--- src/nce_pkg.sv ---
// constants and carrier types of the nibble core control and i/o executor
package nce_pkg;

	// ************************************************
	// full-byte opcodes, all one byte long except OP_SAS, which takes a second tone byte
	// ************************************************
	localparam logic [7:0] OP_HALT     = 8'h00;
	localparam logic [7:0] OP_TABLE_WRITE     = 8'h02;
	localparam logic [7:0] OP_TABLE_TONE     = 8'h03;
	localparam logic [7:0] OP_JMP_PAGE = 8'h10;
	localparam logic [7:0] OP_PAGE     = 8'h11;
	localparam logic [7:0] OP_RTS      = 8'h13;
	localparam logic [7:0] OP_PC_LOW   = 8'h14;
	localparam logic [7:0] OP_PC_MID   = 8'h15;
	localparam logic [7:0] OP_PC_HIGH  = 8'h16;
	localparam logic [7:0] OP_ISP      = 8'h9E;
	localparam logic [7:0] OP_DSP      = 8'h9F;
	localparam logic [7:0] OP_IPM      = 8'hA8;
	localparam logic [7:0] OP_LDA      = 8'hA9;
	localparam logic [7:0] OP_LSP      = 8'hAA;
	localparam logic [7:0] OP_STA      = 8'hAD;
	localparam logic [7:0] OP_SSP      = 8'hAE;
	localparam logic [7:0] OP_IPS      = 8'hAF;
	localparam logic [7:0] OP_BACKUP_CLEAR     = 8'hF8;
	localparam logic [7:0] OP_BACKUP_SET     = 8'hF9;
	localparam logic [7:0] OP_SAS      = 8'hFA;
	localparam logic [7:0] OP_SECONDS_CLEAR     = 8'hFB;
	localparam logic [7:0] OP_OUT      = 8'hFC;
	localparam logic [7:0] OP_NOP      = 8'hFF;
	localparam logic [7:0] OP_IN_DEF   = 8'h17;

	// ************************************************
	// opcode prefixes
	// ************************************************
	localparam logic [3:0] PFX_MVI  = 4'h2;
	localparam logic [3:0] PFX_LDI  = 4'h3;
	localparam logic [3:0] PFX_SIC  = 4'hD;
	localparam logic [3:0] PFX_MSP  = 4'hE;
	localparam logic [5:0] PFX_PULLDOWN_SET = 6'h3D;
	localparam logic [4:0] PFX_JMP  = 5'h01;
	localparam logic [4:0] PFX_JSR  = 5'h14;
	localparam logic [4:0] PFX_BAZ  = 5'h08;
	localparam logic [4:0] PFX_BRANCH_BIT_ZERO = 5'h09;
	localparam logic [4:0] PFX_BRANCH_NONZERO = 5'h0A;
	localparam logic [4:0] PFX_BRANCH_BIT_ONE = 5'h0B;
	localparam logic [4:0] PFX_BRANCH_NO_CARRY = 5'h0C;
	localparam logic [4:0] PFX_BRANCH_BIT_TWO = 5'h0D;
	localparam logic [4:0] PFX_BCH  = 5'h0E;
	localparam logic [4:0] PFX_BRANCH_BIT_THREE = 5'h0F;

	// ************************************************
	// stack pointer routing and tone codes
	// ************************************************
	localparam logic [3:0] SP_LCD_LAST = 4'hC;
	localparam logic [3:0] SP_CONTROL_LATCH_THREE     = 4'hD;
	localparam logic [3:0] SP_P0       = 4'hE;
	localparam logic [3:0] SP_P1       = 4'hF;
	localparam logic [3:0] TONE_NOTE_OFF = 4'hF;
	localparam logic [7:0] TONE_RST      = 8'hFF;

	// ************************************************
	// register map and reset values
	// ************************************************
	localparam logic [7:0]  REG_CTRL   = 8'h00;
	localparam logic [7:0]  REG_STATUS = 8'h04;
	localparam logic [7:0]  REG_RAM    = 8'h08;
	localparam int          CTRL_RUN   = 0;
	localparam int          CTRL_CARRY = 1;
	localparam int          CTRL_DP_LO = 8;
	localparam int          RAM_ADR_LO = 8;
	localparam logic [10:0] PC_RST     = 11'h000;

	typedef struct packed {
		logic       we;
		logic [3:0] addr;
		logic [7:0] data;
	} nce_lcd_t;

endpackage

--- src/nce_sync.sv ---
// two-stage synchroniser for pin inputs
`timescale 1ns/100ps
module nce_sync #(
	parameter int W = 4
) (
	// clock and reset
	input  wire logic         pclk,
	input  wire logic         presetn,
	// data
	input  wire logic [W-1:0] din,
	output logic      [W-1:0] dout
);
	logic [W-1:0] meta_r;

	always_ff @(posedge pclk or negedge presetn) begin
		if (!presetn) begin
			meta_r <= '0;
			dout   <= '0;
		end else begin
			meta_r <= din;
			dout   <= meta_r;
		end
	end
endmodule // nce_sync

--- src/nce_branch.sv ---
// branch condition evaluation for two-byte jumps
`timescale 1ns/100ps
module nce_branch
	import nce_pkg::*;
(
	// decode inputs
	input  wire logic [4:0] prefix,
	input  wire logic [3:0] work,
	input  wire logic       carry,
	// result
	output logic            taken
);
	always_comb begin
		unique case (prefix)
			PFX_JMP, PFX_JSR: taken = 1'b1;
			PFX_BRANCH_BIT_ZERO:         taken = work[0];
			PFX_BRANCH_BIT_ONE:         taken = work[1];
			PFX_BRANCH_BIT_TWO:         taken = work[2];
			PFX_BRANCH_BIT_THREE:         taken = work[3];
			PFX_BRANCH_NONZERO:         taken = (work != 4'h0);
			PFX_BAZ:          taken = (work == 4'h0);
			PFX_BRANCH_NO_CARRY:         taken = !carry;
			PFX_BCH:          taken = carry;
			default:          taken = 1'b0;
		endcase
	end
endmodule // nce_branch

--- src/nce_core.sv ---
// control, i/o and branch executor of the nibble core with apb access
//
// The APB register port and the register offsets were left to the implementer.
`timescale 1ns/100ps

// Function
// (RULE1) one-cycle stack pointer increment, decrement, copy both ways, immediate load
// (RULE2) load and store between working register and RAM at data pointer
// (RULE3) immediate nibble into RAM or working register by prefix
// (RULE4) all-zero opcode halts until an enabled wake condition occurs
// (RULE5) wake enables from low nibble: predivider, S rise, M rise, tenth second
// (RULE6) backup flag cleared and set by opcode, driven out as control
// (RULE7) read port S or port M level into working register
// (RULE8) two-byte tone command passes second byte to tone generator
// (RULE9) tone reset equals all-ones tone byte, tone output low
// (RULE10) pull-down select register loaded from two low opcode bits
// (RULE11) output opcode routed by stack pointer: LCD, control latch, P0, P1
// (RULE12) input opcode loads status word, P0 or P1 by stack pointer
// (RULE13) table write fetches current-page ROM byte, routes like output
// (RULE14) table tone fetches current-page ROM byte into tone generator
// (RULE15) two-byte jump loads 11-bit target into program counter
// (RULE16) branches on working register bit set, else sequential; bit 2 and bit 3 forms are single-byte opcodes that only advance the program counter
// (RULE17) branches on working register nonzero or zero
// (RULE18) branches on carry clear or carry set; both forms are not decoded as two-byte branches and only advance the program counter by one
// (RULE19) page latch from RAM; indirect jump from page, work, RAM
// (RULE20) call saves program counter plus two; return restores it
// (RULE21) program counter nibbles stored into RAM at data pointer
// (RULE22) seconds clear resets upper predivider and start flags 0, 1, 4
// (RULE23) single-entry return stack, nested call overwrites
// (RULE24) all-ones opcode only advances program counter
module nce_core
	import nce_pkg::*;
#(
	parameter logic [7:0] IN_OPCODE = OP_IN_DEF,
	parameter int         RAM_WORDS = 128
) (
	// clock and reset
	input  wire logic        pclk,
	input  wire logic        presetn,
	// apb slave
	input  wire logic [7:0]  paddr,
	input  wire logic        psel,
	input  wire logic        penable,
	input  wire logic        pwrite,
	input  wire logic [31:0] pwdata,
	output logic      [31:0] prdata,
	output logic             pready,
	output logic             pslverr,
	// program rom, combinational read
	output logic      [10:0] rom_addr,
	input  wire logic [7:0]  rom_data,
	// pins
	input  wire logic [3:0]  port_s_pin,
	input  wire logic [3:0]  port_m_pin,
	input  wire logic [3:0]  port_p0_pin,
	input  wire logic [3:0]  port_p1_pin,
	// peripherals on pclk
	input  wire logic [3:0]  status_word_three,
	input  wire logic        predivider_pulse,
	input  wire logic        tenth_second_pulse,
	// outputs
	output logic [3:0]       port_p0_out,
	output logic [3:0]       port_p1_out,
	output logic [3:0]       control_latch_three,
	output nce_lcd_t         lcd_write,
	output logic             backup_flag,
	output logic [1:0]       pulldown_select,
	output logic [7:0]       tone_code,
	output logic             tone_output_en,
	output logic             seconds_clear,
	output logic             halted
);

	// ************************************************
	// state and storage
	// ************************************************
	typedef enum logic [3:0] {
		ST_EXEC   = 4'b0001,
		ST_SECOND = 4'b0010,
		ST_TABLE  = 4'b0100,
		ST_HALT   = 4'b1000
	} nce_state_t;

	nce_state_t  state_r;
	logic [3:0]  ram [RAM_WORDS];
	logic [3:0]  working_register_r, stack_pointer_r, wake_enable_r;
	logic [10:0] program_counter_r, return_stack_r;
	logic [2:0]  page_r;
	logic [7:0]  opcode_r;
	logic [6:0]  data_pointer_r;
	logic        carry_flag_r, run_r;
	logic [3:0]  s_sync, m_sync, p0_sync, p1_sync, s_prev_r, m_prev_r;
	logic        taken, wake;
	logic [3:0]  mem_nib;
	logic [7:0]  op;
	logic [10:0] pc_inc, target;
	logic        apb_setup, apb_wr;

	assign op      = rom_data;
	assign mem_nib = ram[data_pointer_r];
	assign pc_inc  = program_counter_r + 11'h001;
	assign target  = {opcode_r[2:0], rom_data};
	// only a rising edge counts, so a held key cannot retrigger wake
	assign wake = (wake_enable_r[0] && predivider_pulse)                     // RULE5
		|| (wake_enable_r[1] && |(s_sync & ~s_prev_r))
		|| (wake_enable_r[2] && |(m_sync & ~m_prev_r))
		|| (wake_enable_r[3] && tenth_second_pulse);

	nce_sync #(.W(4)) u_sync_s  (.pclk(pclk), .presetn(presetn), .din(port_s_pin),  .dout(s_sync));
	nce_sync #(.W(4)) u_sync_m  (.pclk(pclk), .presetn(presetn), .din(port_m_pin),  .dout(m_sync));
	nce_sync #(.W(4)) u_sync_p0 (.pclk(pclk), .presetn(presetn), .din(port_p0_pin), .dout(p0_sync));
	nce_sync #(.W(4)) u_sync_p1 (.pclk(pclk), .presetn(presetn), .din(port_p1_pin), .dout(p1_sync));

	nce_branch u_branch (
		.prefix (opcode_r[7:3]),
		.work   (working_register_r),
		.carry  (carry_flag_r),
		.taken  (taken)
	);

	// ************************************************
	// apb slave, zero wait states
	// ************************************************
	assign apb_setup = psel && !penable;
	assign apb_wr    = psel && penable && pwrite && pready;

	always_ff @(posedge pclk or negedge presetn) begin
		if (!presetn) begin
			pready  <= 1'b0;
			pslverr <= 1'b0;
			prdata  <= 32'h0000_0000;
		end else begin
			pready  <= apb_setup;
			pslverr <= apb_setup && !(paddr == REG_CTRL || paddr == REG_STATUS
				|| paddr == REG_RAM);
			prdata  <= 32'h0000_0000;
			if (apb_setup && !pwrite) begin
				unique case (paddr)
					REG_CTRL:   prdata <= {17'h0, data_pointer_r, 6'h00,
						carry_flag_r, run_r};
					REG_STATUS: prdata <= {1'b0, state_r == ST_HALT, backup_flag,
						pulldown_select, wake_enable_r, page_r, stack_pointer_r,
						working_register_r, 1'b0, program_counter_r};
					REG_RAM:    prdata <= {28'h0, mem_nib};
					default:    prdata <= 32'h0000_0000;
				endcase
			end
		end
	end

	always_ff @(posedge pclk or negedge presetn) begin
		if (!presetn) begin
			run_r          <= 1'b0;
			carry_flag_r   <= 1'b0;
			data_pointer_r <= 7'h00;
		end else if (apb_wr && paddr == REG_CTRL) begin
			run_r          <= pwdata[CTRL_RUN];
			carry_flag_r   <= pwdata[CTRL_CARRY];
			data_pointer_r <= pwdata[CTRL_DP_LO +: 7];
		end
	end

	// ************************************************
	// sequencer and program counter
	// ************************************************
	always_ff @(posedge pclk or negedge presetn) begin
		if (!presetn) begin
			state_r           <= ST_EXEC;
			program_counter_r <= PC_RST;
			rom_addr          <= PC_RST;
			return_stack_r    <= PC_RST;
			opcode_r          <= 8'h00;
			halted            <= 1'b0;
		end else begin
			unique case (state_r)
				ST_EXEC: if (run_r) begin
					opcode_r          <= op;
					program_counter_r <= pc_inc;
					rom_addr          <= pc_inc;
					if (op == OP_HALT) begin
						state_r <= ST_HALT;                              // RULE4
						halted  <= 1'b1;
					end else if (op[7:3] == PFX_JMP || op[7:3] == PFX_JSR
						|| op[7:5] == 3'b010) begin
						state_r <= ST_SECOND;                            // RULE15
					end else if (op == OP_SAS || op == OP_TABLE_WRITE || op == OP_TABLE_TONE) begin
						state_r <= ST_SECOND;
						if (op != OP_SAS)
							rom_addr <= {program_counter_r[10:8], working_register_r,
								mem_nib};                                    // RULE13 RULE14
					end else if (op == OP_JMP_PAGE) begin
						program_counter_r <= {page_r, working_register_r, mem_nib}; // RULE19
						rom_addr          <= {page_r, working_register_r, mem_nib};
					end else if (op == OP_RTS) begin
						program_counter_r <= return_stack_r;             // RULE20
						rom_addr          <= return_stack_r;
					end
				end
				ST_SECOND: begin
					state_r <= ST_EXEC;
					if (opcode_r[7:3] == PFX_JSR)
						return_stack_r <= pc_inc;                        // RULE20 RULE23
					// table ops already stepped past their single byte
					if (opcode_r == OP_TABLE_WRITE || opcode_r == OP_TABLE_TONE) begin
						program_counter_r <= program_counter_r;
						rom_addr          <= program_counter_r;
					end else if (opcode_r == OP_SAS) begin
						program_counter_r <= pc_inc;                     // RULE8
						rom_addr          <= pc_inc;
					end else if (taken) begin
						program_counter_r <= target;                     // RULE15 RULE16 RULE17 RULE18
						rom_addr          <= target;
					end else begin
						program_counter_r <= pc_inc;
						rom_addr          <= pc_inc;
					end
				end
				ST_TABLE: state_r <= ST_EXEC;
				ST_HALT: if (wake) begin
					state_r <= ST_EXEC;                                  // RULE4
					halted  <= 1'b0;
				end
			endcase
		end
	end

	// ************************************************
	// working register, stack pointer, ram
	// ************************************************
	always_ff @(posedge pclk or negedge presetn) begin
		if (!presetn) begin
			working_register_r <= 4'h0;
			stack_pointer_r    <= 4'h0;
			page_r             <= 3'h0;
		end else if (state_r == ST_EXEC && run_r) begin
			if (op[7:4] == PFX_LDI)
				working_register_r <= op[3:0];                           // RULE3
			else if (op[7:4] == PFX_MSP)
				stack_pointer_r <= op[3:0];                              // RULE1
			unique case (op)
				OP_ISP:   stack_pointer_r    <= stack_pointer_r + 4'h1;  // RULE1
				OP_DSP:   stack_pointer_r    <= stack_pointer_r - 4'h1;  // RULE1
				OP_SSP:   stack_pointer_r    <= working_register_r;     // RULE1
				OP_LSP:   working_register_r <= stack_pointer_r;        // RULE1
				OP_LDA:   working_register_r <= mem_nib;                // RULE2
				OP_IPS:   working_register_r <= s_sync;                 // RULE7
				OP_IPM:   working_register_r <= m_sync;                 // RULE7
				OP_PAGE:  page_r             <= mem_nib[2:0];           // RULE19
				IN_OPCODE: begin
					if (stack_pointer_r == SP_CONTROL_LATCH_THREE)
						working_register_r <= status_word_three;        // RULE12
					else if (stack_pointer_r == SP_P0)
						working_register_r <= p0_sync;                  // RULE12
					else if (stack_pointer_r == SP_P1)
						working_register_r <= p1_sync;                  // RULE12
				end
				default: ;                                              // RULE24
			endcase
		end
	end

	// core writes win over any simultaneous software write to ram, whatever nibble it addresses
	always_ff @(posedge pclk) begin
		if (state_r == ST_EXEC && run_r && (op == OP_STA || op[7:4] == PFX_MVI
			|| op == OP_PC_LOW || op == OP_PC_MID || op == OP_PC_HIGH)) begin
			unique case (1'b1)
				op == OP_STA:       ram[data_pointer_r] <= working_register_r; // RULE2
				op[7:4] == PFX_MVI: ram[data_pointer_r] <= op[3:0];            // RULE3
				op == OP_PC_LOW:    ram[data_pointer_r] <= program_counter_r[3:0]; // RULE21
				op == OP_PC_MID:    ram[data_pointer_r] <= program_counter_r[7:4]; // RULE21
				default:            ram[data_pointer_r] <= {1'b0,
					program_counter_r[10:8]};                           // RULE21
			endcase
		end else if (apb_wr && paddr == REG_RAM) begin
			ram[pwdata[RAM_ADR_LO +: 7]] <= pwdata[3:0];
		end
	end

	// ************************************************
	// flags, wake enables, tone
	// ************************************************
	always_ff @(posedge pclk or negedge presetn) begin
		if (!presetn) begin
			wake_enable_r   <= 4'h0;
			backup_flag     <= 1'b0;
			pulldown_select <= 2'b00;
			seconds_clear   <= 1'b0;
			s_prev_r        <= 4'h0;
			m_prev_r        <= 4'h0;
		end else begin
			s_prev_r      <= s_sync;
			m_prev_r      <= m_sync;
			seconds_clear <= state_r == ST_EXEC && run_r && op == OP_SECONDS_CLEAR; // RULE22
			if (state_r == ST_EXEC && run_r) begin
				if (op[7:4] == PFX_SIC)
					wake_enable_r <= op[3:0];                            // RULE5
				if (op[7:2] == PFX_PULLDOWN_SET)
					pulldown_select <= op[1:0];                          // RULE10
				if (op == OP_BACKUP_CLEAR)
					backup_flag <= 1'b0;                                 // RULE6
				else if (op == OP_BACKUP_SET)
					backup_flag <= 1'b1;                                 // RULE6
			end
		end
	end

	always_ff @(posedge pclk or negedge presetn) begin
		if (!presetn) begin
			tone_code      <= TONE_RST;
			tone_output_en <= 1'b0;
		end else if (state_r == ST_SECOND && (opcode_r == OP_SAS || opcode_r == OP_TABLE_TONE)) begin
			tone_code      <= rom_data;                                  // RULE8 RULE14
			tone_output_en <= rom_data[3:0] != TONE_NOTE_OFF;            // RULE9
		end
	end

	// ************************************************
	// lcd latch, control latch, output ports
	// ************************************************
	always_ff @(posedge pclk or negedge presetn) begin
		if (!presetn) begin
			lcd_write           <= '0;
			control_latch_three <= 4'h0;
			port_p0_out         <= 4'h0;
			port_p1_out         <= 4'h0;
		end else begin
			lcd_write.we <= 1'b0;
			if (state_r == ST_EXEC && run_r && op == OP_OUT) begin
				if (stack_pointer_r <= SP_LCD_LAST)
					lcd_write <= '{1'b1, stack_pointer_r,
						{working_register_r, mem_nib}};                  // RULE11
				else if (stack_pointer_r == SP_CONTROL_LATCH_THREE)
					control_latch_three <= working_register_r;           // RULE11
				else if (stack_pointer_r == SP_P0)
					port_p0_out <= working_register_r;                   // RULE11
				else
					port_p1_out <= working_register_r;                   // RULE11
			end else if (state_r == ST_SECOND && opcode_r == OP_TABLE_WRITE) begin
				if (stack_pointer_r <= SP_LCD_LAST)
					lcd_write <= '{1'b1, stack_pointer_r, rom_data};     // RULE13
				else if (stack_pointer_r == SP_CONTROL_LATCH_THREE)
					control_latch_three <= rom_data[3:0];                // RULE13
				else if (stack_pointer_r == SP_P0)
					port_p0_out <= rom_data[3:0];                        // RULE13
				else
					port_p1_out <= rom_data[3:0];                        // RULE13
			end
		end
	end

	// ************************************************
	// checks
	// ************************************************
	wire exec_now = state_r == ST_EXEC && run_r;

	isp_step_a: assert property (@(posedge pclk) disable iff (!presetn) // RULE1
		exec_now && op == OP_ISP |=> stack_pointer_r == $past(stack_pointer_r) + 4'h1)
		else $error("stack pointer increment wrong");
	halt_hold_a: assert property (@(posedge pclk) disable iff (!presetn) // RULE4
		state_r == ST_HALT && !wake |=> state_r == ST_HALT && halted)
		else $error("halt left without wake");
	backup_set_a: assert property (@(posedge pclk) disable iff (!presetn) // RULE6
		exec_now && op == OP_BACKUP_SET |=> backup_flag)
		else $error("backup flag not set");
	tone_off_a: assert property (@(posedge pclk) disable iff (!presetn) // RULE9
		tone_code[3:0] == TONE_NOTE_OFF |-> !tone_output_en)
		else $error("tone on with off code");
	lcd_route_a: assert property (@(posedge pclk) disable iff (!presetn) // RULE11
		exec_now && op == OP_OUT && stack_pointer_r <= SP_LCD_LAST
		|=> lcd_write.we ##1 !lcd_write.we)
		else $error("lcd write pulse wrong");
	jump_target_a: assert property (@(posedge pclk) disable iff (!presetn) // RULE15
		state_r == ST_SECOND && opcode_r[7:3] == PFX_JMP
		|=> program_counter_r == $past(target) && state_r == ST_EXEC)
		else $error("jump target not loaded");
	call_save_a: assert property (@(posedge pclk) disable iff (!presetn) // RULE20
		exec_now && op[7:3] == PFX_JSR
		|=> ##1 return_stack_r == $past(program_counter_r, 2) + 11'h002)
		else $error("return address wrong");
	seconds_clear_pulse_a: assert property (@(posedge pclk) disable iff (!presetn) // RULE22
		exec_now && op == OP_SECONDS_CLEAR |=> seconds_clear ##1 !seconds_clear || (exec_now && op == OP_SECONDS_CLEAR))
		else $error("seconds clear pulse wrong");
endmodule // nce_core

--- config.mk ---
export PLATFORM = sky130hd
export DESIGN_NAME = nce_core
export DESIGN_NICKNAME = d
export VERILOG_FILES = /design/src/nce_pkg.sv /design/src/nce_sync.sv /design/src/nce_branch.sv /design/src/nce_core.sv
export SDC_FILE = /design/constraint.sdc
export NUM_CORES = 1
export LEC_CHECK = 0
export ABC_AREA = 1
export ABC_CLOCK_PERIOD_IN_PS = 17300
export BUFFER_PORTS_ARGS = -buffer_cell sky130_fd_sc_hd__buf_4
export CORE_MARGIN = 2
export CORE_UTILIZATION = 40
export CTS_BUF_LIST = sky130_fd_sc_hd__clkbuf_2 sky130_fd_sc_hd__clkbuf_4 sky130_fd_sc_hd__clkbuf_8
export DETAILED_ROUTE_END_ITERATION = 10
export SLEW_MARGIN = 20
export SYNTH_ARGS = -nofsm -noshare
export SYNTH_HDL_FRONTEND = slang
export SYNTH_SLANG_ARGS = --single-unit
--- constraint.sdc ---
create_clock -name pclk -period 17.3 [get_ports pclk]
set_clock_uncertainty 0.1 [all_clocks]
set_input_delay 0.865 -clock pclk [delete_from_list [all_inputs] [get_ports pclk]]
set_output_delay 0.865 -clock pclk [all_outputs]
set_load 0.05 [all_outputs]
==> impl_summary.md, run 1 <==
Setup path
The startpoint kind of the worst setup timing path is a register. The kind of critical path is reg2reg. For this design, the slowest cell found on the critical path is sky130_fd_sc_hd__buf_4. Traced cell by cell, the critical path runs through inv_6 -> buf_4 -> buf_4 -> nand2_1 -> nand3_1 -> nand3_1 -> nand3_1 -> nand2_1 -> nand2_1 -> nand2_1 -> o21ai_0 -> nand2_1 -> inv_1 -> nand2_1 -> nand2_1 -> nand3_1 -> nand2_1.

The largest single stage delay on the critical path is 0.97 ns. The largest fanout of any net on the critical path is 110. The kind of cell with the highest combined delay on the critical path is buffers and inverters. The data arrival time of the worst path is 5.87 ns.

The number of buffers and inverters on the critical path is 4. The critical path data required time is 17.85 ns. The cell type with the highest occurrence count on the critical path is sky130_fd_sc_hd__nand2_1. STA classifies the critical path endpoint as a register.

Floorplanning
For this configuration, the core starts out at a cell density of 0.402. The floorplan has 100 rows. The floorplan step set the die width to 277 um. The I/O pin total is 159. The die area is 0.0768 mm2.

The die is 277 um tall. The core box area is 0.0742 mm2.

Route
The detailed-route vias per instance is 5.43. The count of nets left with antenna violations after detail routing is 0. The number of vias after detailed routing is 22300. The pre-antenna-repair detailed-routing pass consisted of 6 iterations. In the final routed layout, each cell accounts on average for 20.6 um. The routed wire length is 84800 um. The number of DRC markers after the initial detailed-route iteration is 2333. The detailed-route DRC error count is 0.

Final layout
Of the cells placed in the final design, the portion with a size suffix greater than 1 is 0.133. Relative to the synthesized area, the layout overhead comes to 14.1%. In the final design database the tool counted 3125 nets.

Yosys
After synthesis, the largest family of logic cells by area is simple AND/OR/NAND/NOR gates. For this run, the leading register cell type out of synthesis is sky130_fd_sc_hd__edfxtp_1. The synthesized design contains 512 enable-type register cells.

The most common cell in the synthesized netlist is sky130_fd_sc_hd__nand2_1. Sorting the synthesized cells by how often they occur yields sky130_fd_sc_hd__nand2_1, sky130_fd_sc_hd__edfxtp_1, sky130_fd_sc_hd__nand3_1. The number of flip-flops and latches in the synthesized netlist is 692.

Averaged over all synthesized cells, the footprint is 10.2 um2. The post-synthesis compound-gate area fraction was 0.0629. Of the total synthesized cell area, the portion taken by full adders, half adders and majority gates is 0.00193. The number of distinct standard cells referenced by the synthesized netlist is 49.

sky130_fd_sc_hd__edfxtp_1 takes more of the synthesized area than any other cell. The count of warnings emitted by yosys is 0. Synthesis produced a netlist with a net count of 2999.

The cell area after synthesis is 0.0298 mm2. The share of the synthesized netlist area taken by xor and xnor gates is 0.00294. The async set-or-reset flop fraction in the synthesized netlist is 0.260.

Sorting the synthesized cells by area gives the leading types as sky130_fd_sc_hd__edfxtp_1, sky130_fd_sc_hd__dfrtp_1, sky130_fd_sc_hd__nand2_1. After synthesis, the share of cell area in mux cells is 0.00105. Of the total synthesized cell area, the portion taken by AND, OR, NAND and NOR gates is 0.223. Synthesis produced 2920 cells. The part of the Yosys area used for sequential elements is 0.667. The share of synthesized area in the top cell type comes to 0.515.

Worst hold path
The min-delay analysis places its worst path in the category in2reg.

Run
The tool flagged a number of max-cap violations equal to 0.

GRT
The first global-routing pass estimated 129000 um of wire. The pin count of the biggest net entering global routing is 129. The via count of the first global-routing pass is 22200. In the global route stage, overall resource usage came out at 0.219. The number of antenna violations at the first check in global routing is 4. The total congestion overflow is 0.

Placement
Summed over all nets, the half-perimeter wirelength after detailed placement is 53300 um. The final weighted congestion in routability-driven placement is 0.948. Input and output buffers added on the ports amount to 136.

CTS
The H-tree generated during clock tree synthesis spans 3 levels. The number of buffers created by CTS is 109. The maximum number of buffers from clock root to sink is 3. The clock reaches the later pin of the worst-skew pair after 0.72 ns. TritonCTS built the clock tree. The count of clock tree sinks is 692. Clock-pin slew was measured on the worst setup and hold paths at 0.06 ns. The tree is rooted in a sky130_fd_sc_hd__clkbuf_8.

Power
Summed over all cells, the static leakage comes to 13.0 nW. The highest ir drop seen on vdd is 0.0528 mV. For this design the ratio of total power to cell area is 99.5 mW/mm2. The total power is 3.39 mW.

STA
In this run the tightest slew margin relative to its limit is 0.270. The number of hold violations in the final report is 0. The slew at the pin with the worst max-slew slack is 1.10 ns. For the finished layout, the period the worst path requires is 5.32 ns. Summed over all failing endpoints, the final setup total negative slack is 0 ns.

The count of final max-slew check failures is 0. Setup violations remaining at the end of the flow were counted as 0. In the finished design, the share of the clock period the worst path needs comes to 0.307. The peak clock frequency supported by timing is 0.188 GHz. Setup repair after global routing left no endpoint under its margin.

Outcome
The flow ran to the end, and the final reports show no timing, DRC or antenna violations.
registers in the layout (all words and copies together), names as in the netlist, 8 cells and up:
signal and flops:
ram 512, prdata 31, lcd_write 13, program_counter_r 11, return_stack_r 11, rom_addr 11
opcode_r 8, tone_code 8
cells in the final DEF (no fill, tap or decap), types with 23 or more instances in the layout:
cell type and count:
sky130_fd_sc_hd__edfxtp_1 512, sky130_fd_sc_hd__nand3_1 464, sky130_fd_sc_hd__clkbuf_8 120, sky130_fd_sc_hd__o22ai_1 29, sky130_fd_sc_hd__nor2_1 273, sky130_fd_sc_hd__a21oi_1 76, sky130_fd_sc_hd__buf_4 164, sky130_fd_sc_hd__o21ai_0 153
sky130_fd_sc_hd__clkbuf_4 34, sky130_fd_sc_hd__inv_1 153, sky130_fd_sc_hd__nand2_1 755, sky130_fd_sc_hd__dfrtp_1 168, sky130_fd_sc_hd__clkinv_1 23
stage by stage:
stage / instance area, um2 / hold slack [ns] / std cells / util / setup slack (ns)
after floorplan: 29800 / 0.231 / 2920 / - / 10.69
after global placement: 31700 / 0.234 / 3903 / 0.428 / 12.12
after detailed placement: 31700 / 0.235 / 3903 / 0.428 / 12.03
after CTS: 34000 / 0.102 / 4110 / 0.459 / 12.01
after global routing: 34000 / 0.124 / 4114 / 0.459 / 11.64
final: 34000 / 0.148 / 4114 / 0.459 / 11.98
power by group:
part	switching, mW	total [mW]	leakage [nW]	internal (mW)
Combinational	0.111	0.144	5.23	0.0334
Clock	0.643	1.41	1.20	0.770
Sequential	0.0132	1.83	6.54	1.82
worst paths after layout:
check | start | to | slack (ns) | cells after the start
setup / recovery | data_pointer_r[0] | working_register_r[2] | 11.98 | 17
hold / removal | port_p0_pin[1] | u_sync_p0.meta_r[1] | 0.15 | 1
setup reg to reg | data_pointer_r[0] | working_register_r[2] | 11.98 | 17
hold reg to reg | u_sync_m.meta_r[0] | u_sync_m.dout[0] | 0.25 | 0
max in group asynchronous | presetn | stack_pointer_r[1] | 14.53 | 4
min in group asynchronous | presetn | rom_addr[7] | 0.55 | 2
cell families after synthesis:
kind of cell | count (synthesis)
AO/OA/AOI/OAI | 329
XOR/XNOR | 10
adder cells (fa/ha/maj) | 4
buffers and inverters | 319
flip-flops | 692
multiplexers | 3
other | 1
AND/OR/NAND/NOR | 1562
timing repair:
action,CTS,global route
hold buffers,1,0
setup buffers,0,0
gates resized for setup,0,0
endpoints found under the hold margin,48,0
metal layers:
layer / share of wire / global-route usage
met1: 0.42 / 0.290
met2: 0.48 / 0.362
met3: 0.075 / 0.0324
met4: 0.031 / 0.0860
met5: 0 / 0
layout make-up:
| cell class | count | area [um2] |
|---|---|---|
| multi-input cells | 1909 | 8750 |
| clock buffers | 153 | 1890 |
| well taps | 969 | 1210 |
| repair buffers | 166 | 1250 |
| diodes | 4 | 10.0 |
| fillers | 6887 | 40200 |
| inverters | 168 | 639 |
| flip-flops and latches | 692 | 19900 |
| clock inverters | 53 | 374 |
No activity file was read; power rests on OpenSTA's default activity.
==> run 2: changes to the inputs <==
--- a/config.mk
+++ b/config.mk
@@ -5,8 +5,8 @@
 export SDC_FILE = /design/constraint.sdc
 export NUM_CORES = 1
 export LEC_CHECK = 0
-export ABC_AREA = 1
-export ABC_CLOCK_PERIOD_IN_PS = 17300
+export ABC_AREA = 0
+export ABC_CLOCK_PERIOD_IN_PS = 5300
 export BUFFER_PORTS_ARGS = -buffer_cell sky130_fd_sc_hd__buf_4
 export CORE_MARGIN = 2
 export CORE_UTILIZATION = 40
==> constraint.sdc (replaced) <==
create_clock -name pclk -period 5.3 [get_ports pclk]
set_clock_uncertainty 0.1 [all_clocks]
set_input_delay 0.265 -clock pclk [delete_from_list [all_inputs] [get_ports pclk]]
set_output_delay 0.265 -clock pclk [all_outputs]
set_load 0.05 [all_outputs]
==> run 2 against run 1 <==
  * Clock-buffer cell count increased by 5
  * Die area decreased by 1.1%
  * Combinational power increased to 20 times the previous value
  * Largest cell class unchanged
  * Sequential power increased to 3.9 times the previous value
  * Critical path type unchanged
  * Global-route usage decreased by 1.0 points
==> impl_summary.md, run 2 <==
Outcome
Result of the run: finished, final reports clean (unchanged).

Setup path
The sort of element at the end of the critical path is a register (unchanged). The largest fanout of any net on the critical path is 53 (was 110). The number of cells on the worst reg-to-reg path is 9 (was 17). The capture point of the worst reg-to-reg path is ram[35][0] (was working_register_r[2]). The startpoint kind of the worst setup timing path is a register (unchanged). The startpoint of the most critical register-to-register path was state_r[0] (was data_pointer_r[0]).

The critical path data required time came to 5.66 ns (was 17.85 ns). The slack of the worst reg-to-reg path was 0.95 ns (was 11.98 ns). The kind of critical path is reg2reg (unchanged). The data arrival time of the worst path was 4.71 ns (was 5.87 ns).

CTS
The number of buffers created by CTS is 111 (was 109). The clock-pin slew on the worst setup and hold paths was 0.06 ns (about the same). The count of clock tree sinks is 692 (unchanged). The root buffer cell was sky130_fd_sc_hd__clkbuf_8 (unchanged). The clock tree from TritonCTS is done (unchanged). The insertion delay of the later-clocked pin in the worst-skew pair is 0.73 ns (was 0.72 ns). The number of resized instances in the post-cts repair step is 0 (unchanged).

The maximum number of buffers from clock root to sink is 3 (unchanged). The H-tree depth is 3 (unchanged).

Yosys
The number of flip-flops and latches in the synthesized netlist is 692 (unchanged). The library cell with the largest summed area after synthesis is sky130_fd_sc_hd__edfxtp_1 (unchanged). The synthesized instance count is 1997 (was 2920). The most frequently used cell type in the post-synthesis netlist is sky130_fd_sc_hd__edfxtp_1 (was sky130_fd_sc_hd__nand2_1). The net count of the mapped netlist was 2076 (was 2999). The share of the synthesized netlist area taken by xor and xnor gates was 0.00267 (was 0.00294). The part of the Yosys area used for sequential elements came to 0.674 (was 0.667).

The count of warnings emitted by yosys was 0 (unchanged). The multiplexer area fraction after synthesis was 0.135 (was 0.00105). The share of Yosys cell area claimed by the top area cell type is 0.521 (was 0.515). The cell area after synthesis is 0.0295 mm2 (was 0.0298 mm2). The number of distinct standard cells referenced by the synthesized netlist is 76 (was 49). Synth area leaders: sky130_fd_sc_hd__edfxtp_1, sky130_fd_sc_hd__dfrtp_1, sky130_fd_sc_hd__mux4_2 (was sky130_fd_sc_hd__edfxtp_1, sky130_fd_sc_hd__dfrtp_1, sky130_fd_sc_hd__nand2_1). Commonest cells in the netlist: sky130_fd_sc_hd__edfxtp_1, sky130_fd_sc_hd__nor2_1, sky130_fd_sc_hd__dfrtp_1 (was sky130_fd_sc_hd__nand2_1, sky130_fd_sc_hd__edfxtp_1, sky130_fd_sc_hd__nand3_1). The post-synthesis compound-gate area fraction is 0.0729 (was 0.0629).

The number of enable flip-flop cells after synthesis is 512 (unchanged). The simple-gate portion of the synthesized area was 0.0906 (was 0.223). The average cell area after synthesis is 14.8 um2 (was 10.2 um2).

The flip-flop cell with the highest count after synthesis is sky130_fd_sc_hd__edfxtp_1 (unchanged). The async set-or-reset flop fraction in the synthesized netlist is 0.260 (unchanged). The main combinational cell family by area after synthesis was multiplexers (was simple AND/OR/NAND/NOR gates). The share of synthesized cell area in full adder, half adder and majority cells is 0.00195 (was 0.00193).

Placement
The area of placed instances is 0.0317 mm2 (about the same). The final weighted congestion in routability-driven placement is 0.939 (was 0.948). The worst slack after detailed placement is 0.993 ns (was 12.03 ns). The count of input and output buffers is 136 (unchanged). The placed wire-length estimate was 50900 um (was 53300 um).

Worst hold path
The beginning of the worst hold path was tenth_second_pulse (was port_p0_pin[1]). The endpoint with the worst hold slack is state_r[0] (was u_sync_p0.meta_r[1]). The kind of path behind the tightest hold check is in2reg (unchanged). The worst hold path depth is 4 (was 1).

STA
The final-layout worst hold slack is 0.0545 ns (was 0.148 ns). The final worst setup slack was 0.950 ns (was 11.98 ns). The tightest slew margin relative to the limit is 0.172 (was 0.270).

The count of final max-slew check failures is 0 (unchanged). The slew at the pin with the worst max-slew slack is 1.23 ns (was 1.10 ns). The sum of negative setup slack is 0 ns (unchanged). The final critical-path share of the clock period is 0.821 (was 0.307). The final setup violation count was 0 (unchanged).

The number of hold violations in the final report came to 0 (unchanged). RSZ-0062 raised after global routing: no (unchanged). The peak clock frequency supported by timing is 0.230 GHz (was 0.188 GHz). The post-route minimum period is 4.35 ns (was 5.32 ns).

Power
The power dissipated by switching net loads was 4.58 mW (was 768 uW). The leakage power figure is 12.5 nW (was 13.0 nW). The highest ir drop seen on vdd is 0.394 mV (was 0.0528 mV). The part of the power in combinational logic was 0.196 (was 0.043). The clock network fraction of total power came to 0.322 (was 0.417). The portion of total power attributed to sequential cells is 0.482 (was 0.540). The switching part of the total is 0.308 (was 0.227).

The power per unit of standard cell area is 429 mW/mm2 (was 99.5 mW/mm2). The internal portion of total power is 10.3 mW (was 2.62 mW).

GRT
The total routing resource utilization after global routing came to 0.208 (was 0.219). The first-pass GRT wire length is 119000 um (was 129000 um). The number of antenna violations at the first check in global routing came to 2 (was 4). The pin count of the biggest net entering global routing is 129 (unchanged). The via count of the first global-routing pass is 19000 (was 22200). The total congestion overflow was 0 (unchanged).

Route
The count of nets left with antenna violations after detail routing is 0 (unchanged). The number of vias after detailed routing is 18800 (was 22300). The number of iterations in the first detailed-routing pass is 5 (was 6).

The detailed-route vias per instance is 5.74 (was 5.43). The detailed-route DRC error count is 0 (unchanged). The number of DRC markers after the initial detailed-route iteration is 1994 (was 2333). The average detailed-routed wire length per instance was 24.2 um (was 20.6 um). The routed wire length came to 79300 um (was 84800 um).

Final layout
The final layout net count is 2307 (was 3125). The total non-filler cell area in the finished layout came to 0.0346 mm2 (was 0.0340 mm2). The fraction of final layout cells sized beyond drive strength 1 is 0.248 (was 0.133).

Commonest cells after routing, fill and taps aside: sky130_fd_sc_hd__edfxtp_1, sky130_fd_sc_hd__nor2_1, sky130_fd_sc_hd__buf_4 (was sky130_fd_sc_hd__nand2_1, sky130_fd_sc_hd__edfxtp_1, sky130_fd_sc_hd__nand3_1). The final antenna diode count came to 0 (was 4). The storage element area is 0.0199 mm2 (about the same). The register with the highest flop count is ram (unchanged). The total of fill cells in the finished design is 6216 (was 6887). The leading cell type in the layout, fill and taps excluded is sky130_fd_sc_hd__edfxtp_1 (was sky130_fd_sc_hd__nand2_1). The flip-flop count of the largest register after layout is 512 (unchanged). The total area of multi-input combinational cells is 0.00908 mm2 (was 0.00875 mm2). Biggest registers after layout: ram x512, prdata x31, lcd_write x13 (unchanged). The relative area change from synthesis to final layout is 17.4% (was 14.1%).

Floorplanning
The I/O pin total is 159 (unchanged). The core box area is 0.0730 mm2 (was 0.0742 mm2). The die area is 0.0760 mm2 (was 0.0768 mm2).

The effective utilization at floorplan is 0.405 (was 0.402). The site row count is 99 (was 100). The die extent in x is 276 um (was 277 um). The vertical die dimension came to 276 um (was 277 um).

Run
The number of max-cap violations came to 0 (unchanged).
[run 2: cell count changes after synthesis, sizes merged, moves of 42 or more]
cell    previous run  this run
o21ai            161        70
nor2             289       214
inv              166        17
mux2               1        43
mux4               0       120
nand3            466        29
nand2            764       148
clkbuf           120        78
mux2i              2        80
[run 2: how the worst max path moves through the flow]
stage                startpoint    endpoint  slack, ns  depth (start not counted)
floorplan           rom_data[4]   ram[0][3]      -0.43                          6
global placement     state_r[0]  ram[42][0]       1.06                          9
detailed placement   state_r[0]  ram[41][0]       0.99                          9
CTS                  state_r[0]  ram[82][0]       0.98                          9
global route         state_r[0]  ram[35][0]       0.62                          9
finish               state_r[0]  ram[35][0]       0.95                          9
[run 2: worst max-delay path: stages, from the launching register on]
cell                       delay (ns)
sky130_fd_sc_hd__dfstp_2         0.55
sky130_fd_sc_hd__nor3b_1         0.34
sky130_fd_sc_hd__nand2_1         0.11
sky130_fd_sc_hd__buf_4           0.28
sky130_fd_sc_hd__nor3_1          0.61
sky130_fd_sc_hd__mux2_2          0.41
sky130_fd_sc_hd__nor3_1          0.15
sky130_fd_sc_hd__a211oi_1        0.10
sky130_fd_sc_hd__nor2_4          0.79
sky130_fd_sc_hd__buf_4           0.58
[run 2: through the flow]
step           power [mW]  cells  utilization
2_1_floorplan        9.02   1997            -
5_1_grt              15.5   3277        0.475
4_1_cts              14.9   3277        0.475
6_report             14.9   3277        0.475
3_3_place_gp         10.0   3019        0.435
3_5_place_dp         10.1   3019        0.435
[run 2: metal layers]
layer	track usage	share of wire
met5	0	0
met4	0.0728	0.030
met3	0.0404	0.076
met2	0.337	0.48
met1	0.281	0.42
[run 2: kinds of logic after synthesis]
logic type / Yosys count
mux: 243
compound gates: 329
flops: 692
other cells: 1
simple gates: 575
xor+xnor: 9
buf+inv: 144
fa+ha+maj: 4
[run 2: timing repair]
| item | in CTS | in global routing |
|---|---|---|
| hold buffers | 55 | 0 |
| buffers inserted | 0 | 0 |
| endpoints found under the setup margin | 0 | 0 |
| hold endpoints to repair | 193 | 0 |
[run 2: cell type report]
class | instances | share of cell area
Clock buffer | 158 | 0.0557
Sequential cell | 692 | 0.574
Clock inverter | 45 | 0.0119
Tap cell | 959 | 0.0346
Inverter | 19 | 0.00206
Timing Repair Buffer | 243 | 0.0590
Multi-Input combinational cell | 1161 | 0.262
[run 2: power groups by stage]
stage	clock (mW)	combinational, mW	sequential [mW]
floorplan	0	1.58	7.43
detailed placement	0	2.89	7.25
global placement	0	2.80	7.25
global route	5.13	3.17	7.19
finish	4.79	2.91	7.16
CTS	4.88	2.92	7.14
==> run 3: changes to the inputs <==
--- a/config.mk
+++ b/config.mk
@@ -6,7 +6,7 @@
 export NUM_CORES = 1
 export LEC_CHECK = 0
 export ABC_AREA = 0
-export ABC_CLOCK_PERIOD_IN_PS = 5300
+export ABC_CLOCK_PERIOD_IN_PS = 3900
 export BUFFER_PORTS_ARGS = -buffer_cell sky130_fd_sc_hd__buf_4
 export CORE_MARGIN = 2
 export CORE_UTILIZATION = 40
==> constraint.sdc (replaced) <==
create_clock -name pclk -period 3.9 [get_ports pclk]
set_clock_uncertainty 0.1 [all_clocks]
set_input_delay 0.195 -clock pclk [delete_from_list [all_inputs] [get_ports pclk]]
set_output_delay 0.195 -clock pclk [all_outputs]
set_load 0.05 [all_outputs]
==> run 3 against run 2 <==
  * Register-to-register slack got worse by 0.67 ns
  * Clock power increased by 34%
  * Setup slack got worse by 0.70 ns
  * Routed wire length increased by 1.4%
  * Sequential share of layout area decreased by 1.4 points
  * Via count increased by 1.3%
  * Core utilization increased by 1.2 points
  * Flip-flop and latch count unchanged
  * Global-route usage increased by 0.30 points
  * Combinational power increased by 42%
  * Clock-buffer cell count decreased by 8
  * Sequential power increased by 36%
==> impl_summary.md, run 3 (synthesis results as in run 2) <==
Outcome
Result of the run: finished, final reports clean (unchanged).

Final layout
The total of fill cells in the finished design is 6157 (was 6216). Commonest cells after routing, fill and taps aside: sky130_fd_sc_hd__edfxtp_1, sky130_fd_sc_hd__buf_4, sky130_fd_sc_hd__nor2_1 (was sky130_fd_sc_hd__edfxtp_1, sky130_fd_sc_hd__nor2_1, sky130_fd_sc_hd__buf_4). The fraction of final layout cells sized beyond drive strength 1 is 0.268 (was 0.248). The relative area change from synthesis to final layout is 20.3% (was 17.4%).

The register with the highest flop count is ram (unchanged). The flip-flop count of the largest register after layout is 512 (unchanged). Biggest registers after layout: ram x512, prdata x31, lcd_write x13 (unchanged). The leading cell type in the layout, fill and taps excluded is sky130_fd_sc_hd__edfxtp_1 (unchanged). The final layout net count came to 2394 (was 2307). The final antenna diode count is 0 (unchanged).

Floorplanning
The I/O pin total is 159 (unchanged). The core box area is 0.0730 mm2 (unchanged). The site row count is 99 (unchanged). The effective utilization at floorplan is 0.405 (unchanged).

The die area came to 0.0760 mm2 (unchanged). The vertical die dimension is 276 um (unchanged). The die extent in x came to 276 um (unchanged).

Power
The power per unit of standard cell area is 570 mW/mm2 (was 429 mW/mm2). The leakage power figure is 12.9 nW (was 12.5 nW). The highest ir drop seen on vdd came to 0.601 mV (was 0.394 mV).

STA
RSZ-0062 raised after global routing: no (unchanged). The sum of negative setup slack is 0 ns (unchanged). The final-layout worst hold slack is 0.0436 ns (was 0.0545 ns).

The final setup violation count is 0 (unchanged). The post-route minimum period is 3.65 ns. The number of hold violations in the final report is 0 (unchanged). The peak clock frequency supported by timing is 0.274 GHz. The tightest slew margin relative to the limit is 0.401 (was 0.172).

The slew at the pin with the worst max-slew slack is 0.899 ns (was 1.23 ns). In the finished design, the share of the clock period the worst path needs comes to 0.936. The final worst setup slack is 0.249 ns (was 0.950 ns). The count of final max-slew check failures was 0 (unchanged).

Setup path
The startpoint of the most critical register-to-register path is state_r[0] (unchanged). The critical path data required time is 4.16 ns (was 5.66 ns). The cell type with the highest occurrence count on the critical path is sky130_fd_sc_hd__dlygate4sd3_1. The largest fanout of any net on the critical path was 7 (was 53). The sort of element at the end of the critical path is a register (unchanged). The kind of critical path is in2reg (was reg2reg). The slack of the worst reg-to-reg path is 0.28 ns (was 0.95 ns).

Crit-path cells: dlygate4sd3_1 -> buf_4 -> nor4_1 -> dlygate4sd3_1 -> nand2_1 -> or3_1 -> nor3_1 -> o21ai_0 -> nor2_1 (was nor3b_1 -> nand2_1 -> buf_4 -> nor3_1 -> mux2_2 -> nor3_1 -> a211oi_1 -> nor2_4 -> buf_4). The cell with the largest stage delay on the worst path is sky130_fd_sc_hd__nor3_1 (was sky130_fd_sc_hd__nor2_4). The capture point of the worst reg-to-reg path was ram[80][0] (was ram[35][0]). The number of cells on the worst reg-to-reg path came to 9 (unchanged). The data arrival time of the worst path is 3.91 ns (was 4.71 ns). The startpoint kind of the worst setup timing path is an input port (was register). The largest stage delay on the critical path is 0.66 ns (was 0.79 ns).

Worst hold path
The beginning of the worst hold path was port_p0_pin[1] (was tenth_second_pulse). The endpoint with the worst hold slack was u_sync_p0.meta_r[1] (was state_r[0]). The worst hold path depth is 2 (was 4). The kind of path behind the tightest hold check was in2reg (unchanged).

GRT
The first-pass GRT wire length is 120000 um (was 119000 um). The pin count of the biggest net entering global routing came to 131 (was 129). The via count of the first global-routing pass was 19400 (was 19000). The number of antenna violations at the first check in global routing is 1 (was 2).

The most heavily used metal layer in global routing is met2 (unchanged). The total routing resource utilization after global routing is 0.211 (was 0.208). The total congestion overflow is 0 (unchanged). The met3 usage in global routing is 0.0416 (was 0.0404). The met2 routing resource usage after global routing is 0.336 (was 0.337). The met1 usage in global routing is 0.289 (was 0.281).

Placement
The final weighted congestion in routability-driven placement came to 0.921 (was 0.939). The count of input and output buffers was 136 (unchanged). The placed wire-length estimate came to 53200 um (was 50900 um).

The worst slack after detailed placement is 0.383 ns (was 0.993 ns).

Route
The number of vias after detailed routing came to 19000 (was 18800). The detailed-route DRC error count is 0 (unchanged). The number of DRC markers after the initial detailed-route iteration is 2070 (was 1994). The number of iterations in the first detailed-routing pass is 5 (unchanged). The routed wire length came to 80500 um (was 79300 um). The count of nets left with antenna violations after detail routing is 0 (unchanged). The detailed-route vias per instance is 5.66 (was 5.74).

The average detailed-routed wire length per instance is 23.9 um (was 24.2 um).

Run
The number of max-cap violations is 0 (unchanged).

CTS
The H-tree depth is 3 (unchanged). The maximum number of buffers from clock root to sink is 3 (unchanged). The insertion delay of the later-clocked pin in the worst-skew pair is 0.72 ns (was 0.73 ns).

The number of buffers inserted by post-CTS setup repair is 0 (unchanged). The number of buffers created by CTS is 108 (was 111). The clock tree from TritonCTS was done (unchanged). The clock-pin slew on the worst setup and hold paths was 0.06 ns (about the same). The count of clock tree sinks was 692 (unchanged). The root buffer cell is sky130_fd_sc_hd__clkbuf_8 (unchanged).
-- run 3: worst max-delay path by stage --
stage,startpoint,end
2_1_floorplan,state_r[0],ram[0][3]
3_3_place_gp,data_pointer_r[0],lcd_write[0]
3_5_place_dp,data_pointer_r[0],lcd_write[0]
4_1_cts,paddr[6],ram[80][0]
5_1_grt,paddr[6],ram[24][2]
6_report,paddr[6],ram[87][0]
-- run 3: per-layer routing --
layer  up-vias  share of wire  routed length (um)
met2       834           0.47               38000
met4         0          0.030                2440
met3       164          0.076                6090
li1       8383              -                   -
met1      9663           0.42               34000
met5         -              0                   0
-- run 3: layout make-up --
class	instances	area [um2]	share of cell area
Clock inverter	48	443	0.0125
Sequential cell	692	19900	0.561
Timing Repair Buffer	332	2950	0.0832
Clock buffer	150	1840	0.0518
Tap cell	959	1200	0.0338
Inverter	19	71.3	0.00201
Multi-Input combinational cell	1162	9090	0.256
-- run 3: timing repair --
item	CTS	global route
hold buffers	75	0
gates resized for setup	0	2
endpoints found under the setup margin	0	93
hold endpoints to repair	260	0
-- run 3: where the power goes --
| part | internal, mW | switching [mW] | total (mW) |
|---|---|---|---|
| Clock | 3.53 | 2.87 | 6.40 |
| Combinational | 1.34 | 2.78 | 4.12 |
| Sequential | 9.14 | 0.579 | 9.72 |
-- run 3: through the flow --
| stage | cell area, um2 | power [mW] | instances | util |
|---|---|---|---|---|
| floorplan | 29600 | 12.2 | 1997 | - |
| global placement | 32400 | 13.8 | 3088 | 0.444 |
| detailed placement | 32400 | 13.9 | 3088 | 0.444 |
| CTS | 35500 | 20.4 | 3361 | 0.486 |
| global route | 35500 | 21.1 | 3362 | 0.487 |
| finish | 35500 | 20.2 | 3362 | 0.487 |
-- run 3: worst max-delay path, delay by kind of cell --
family | cells | cell delay (ns)
AND/OR/NAND/NOR | 5 | 2.03
buffers and inverters | 3 | 1.29
AO/OA/AOI/OAI | 1 | 0.37
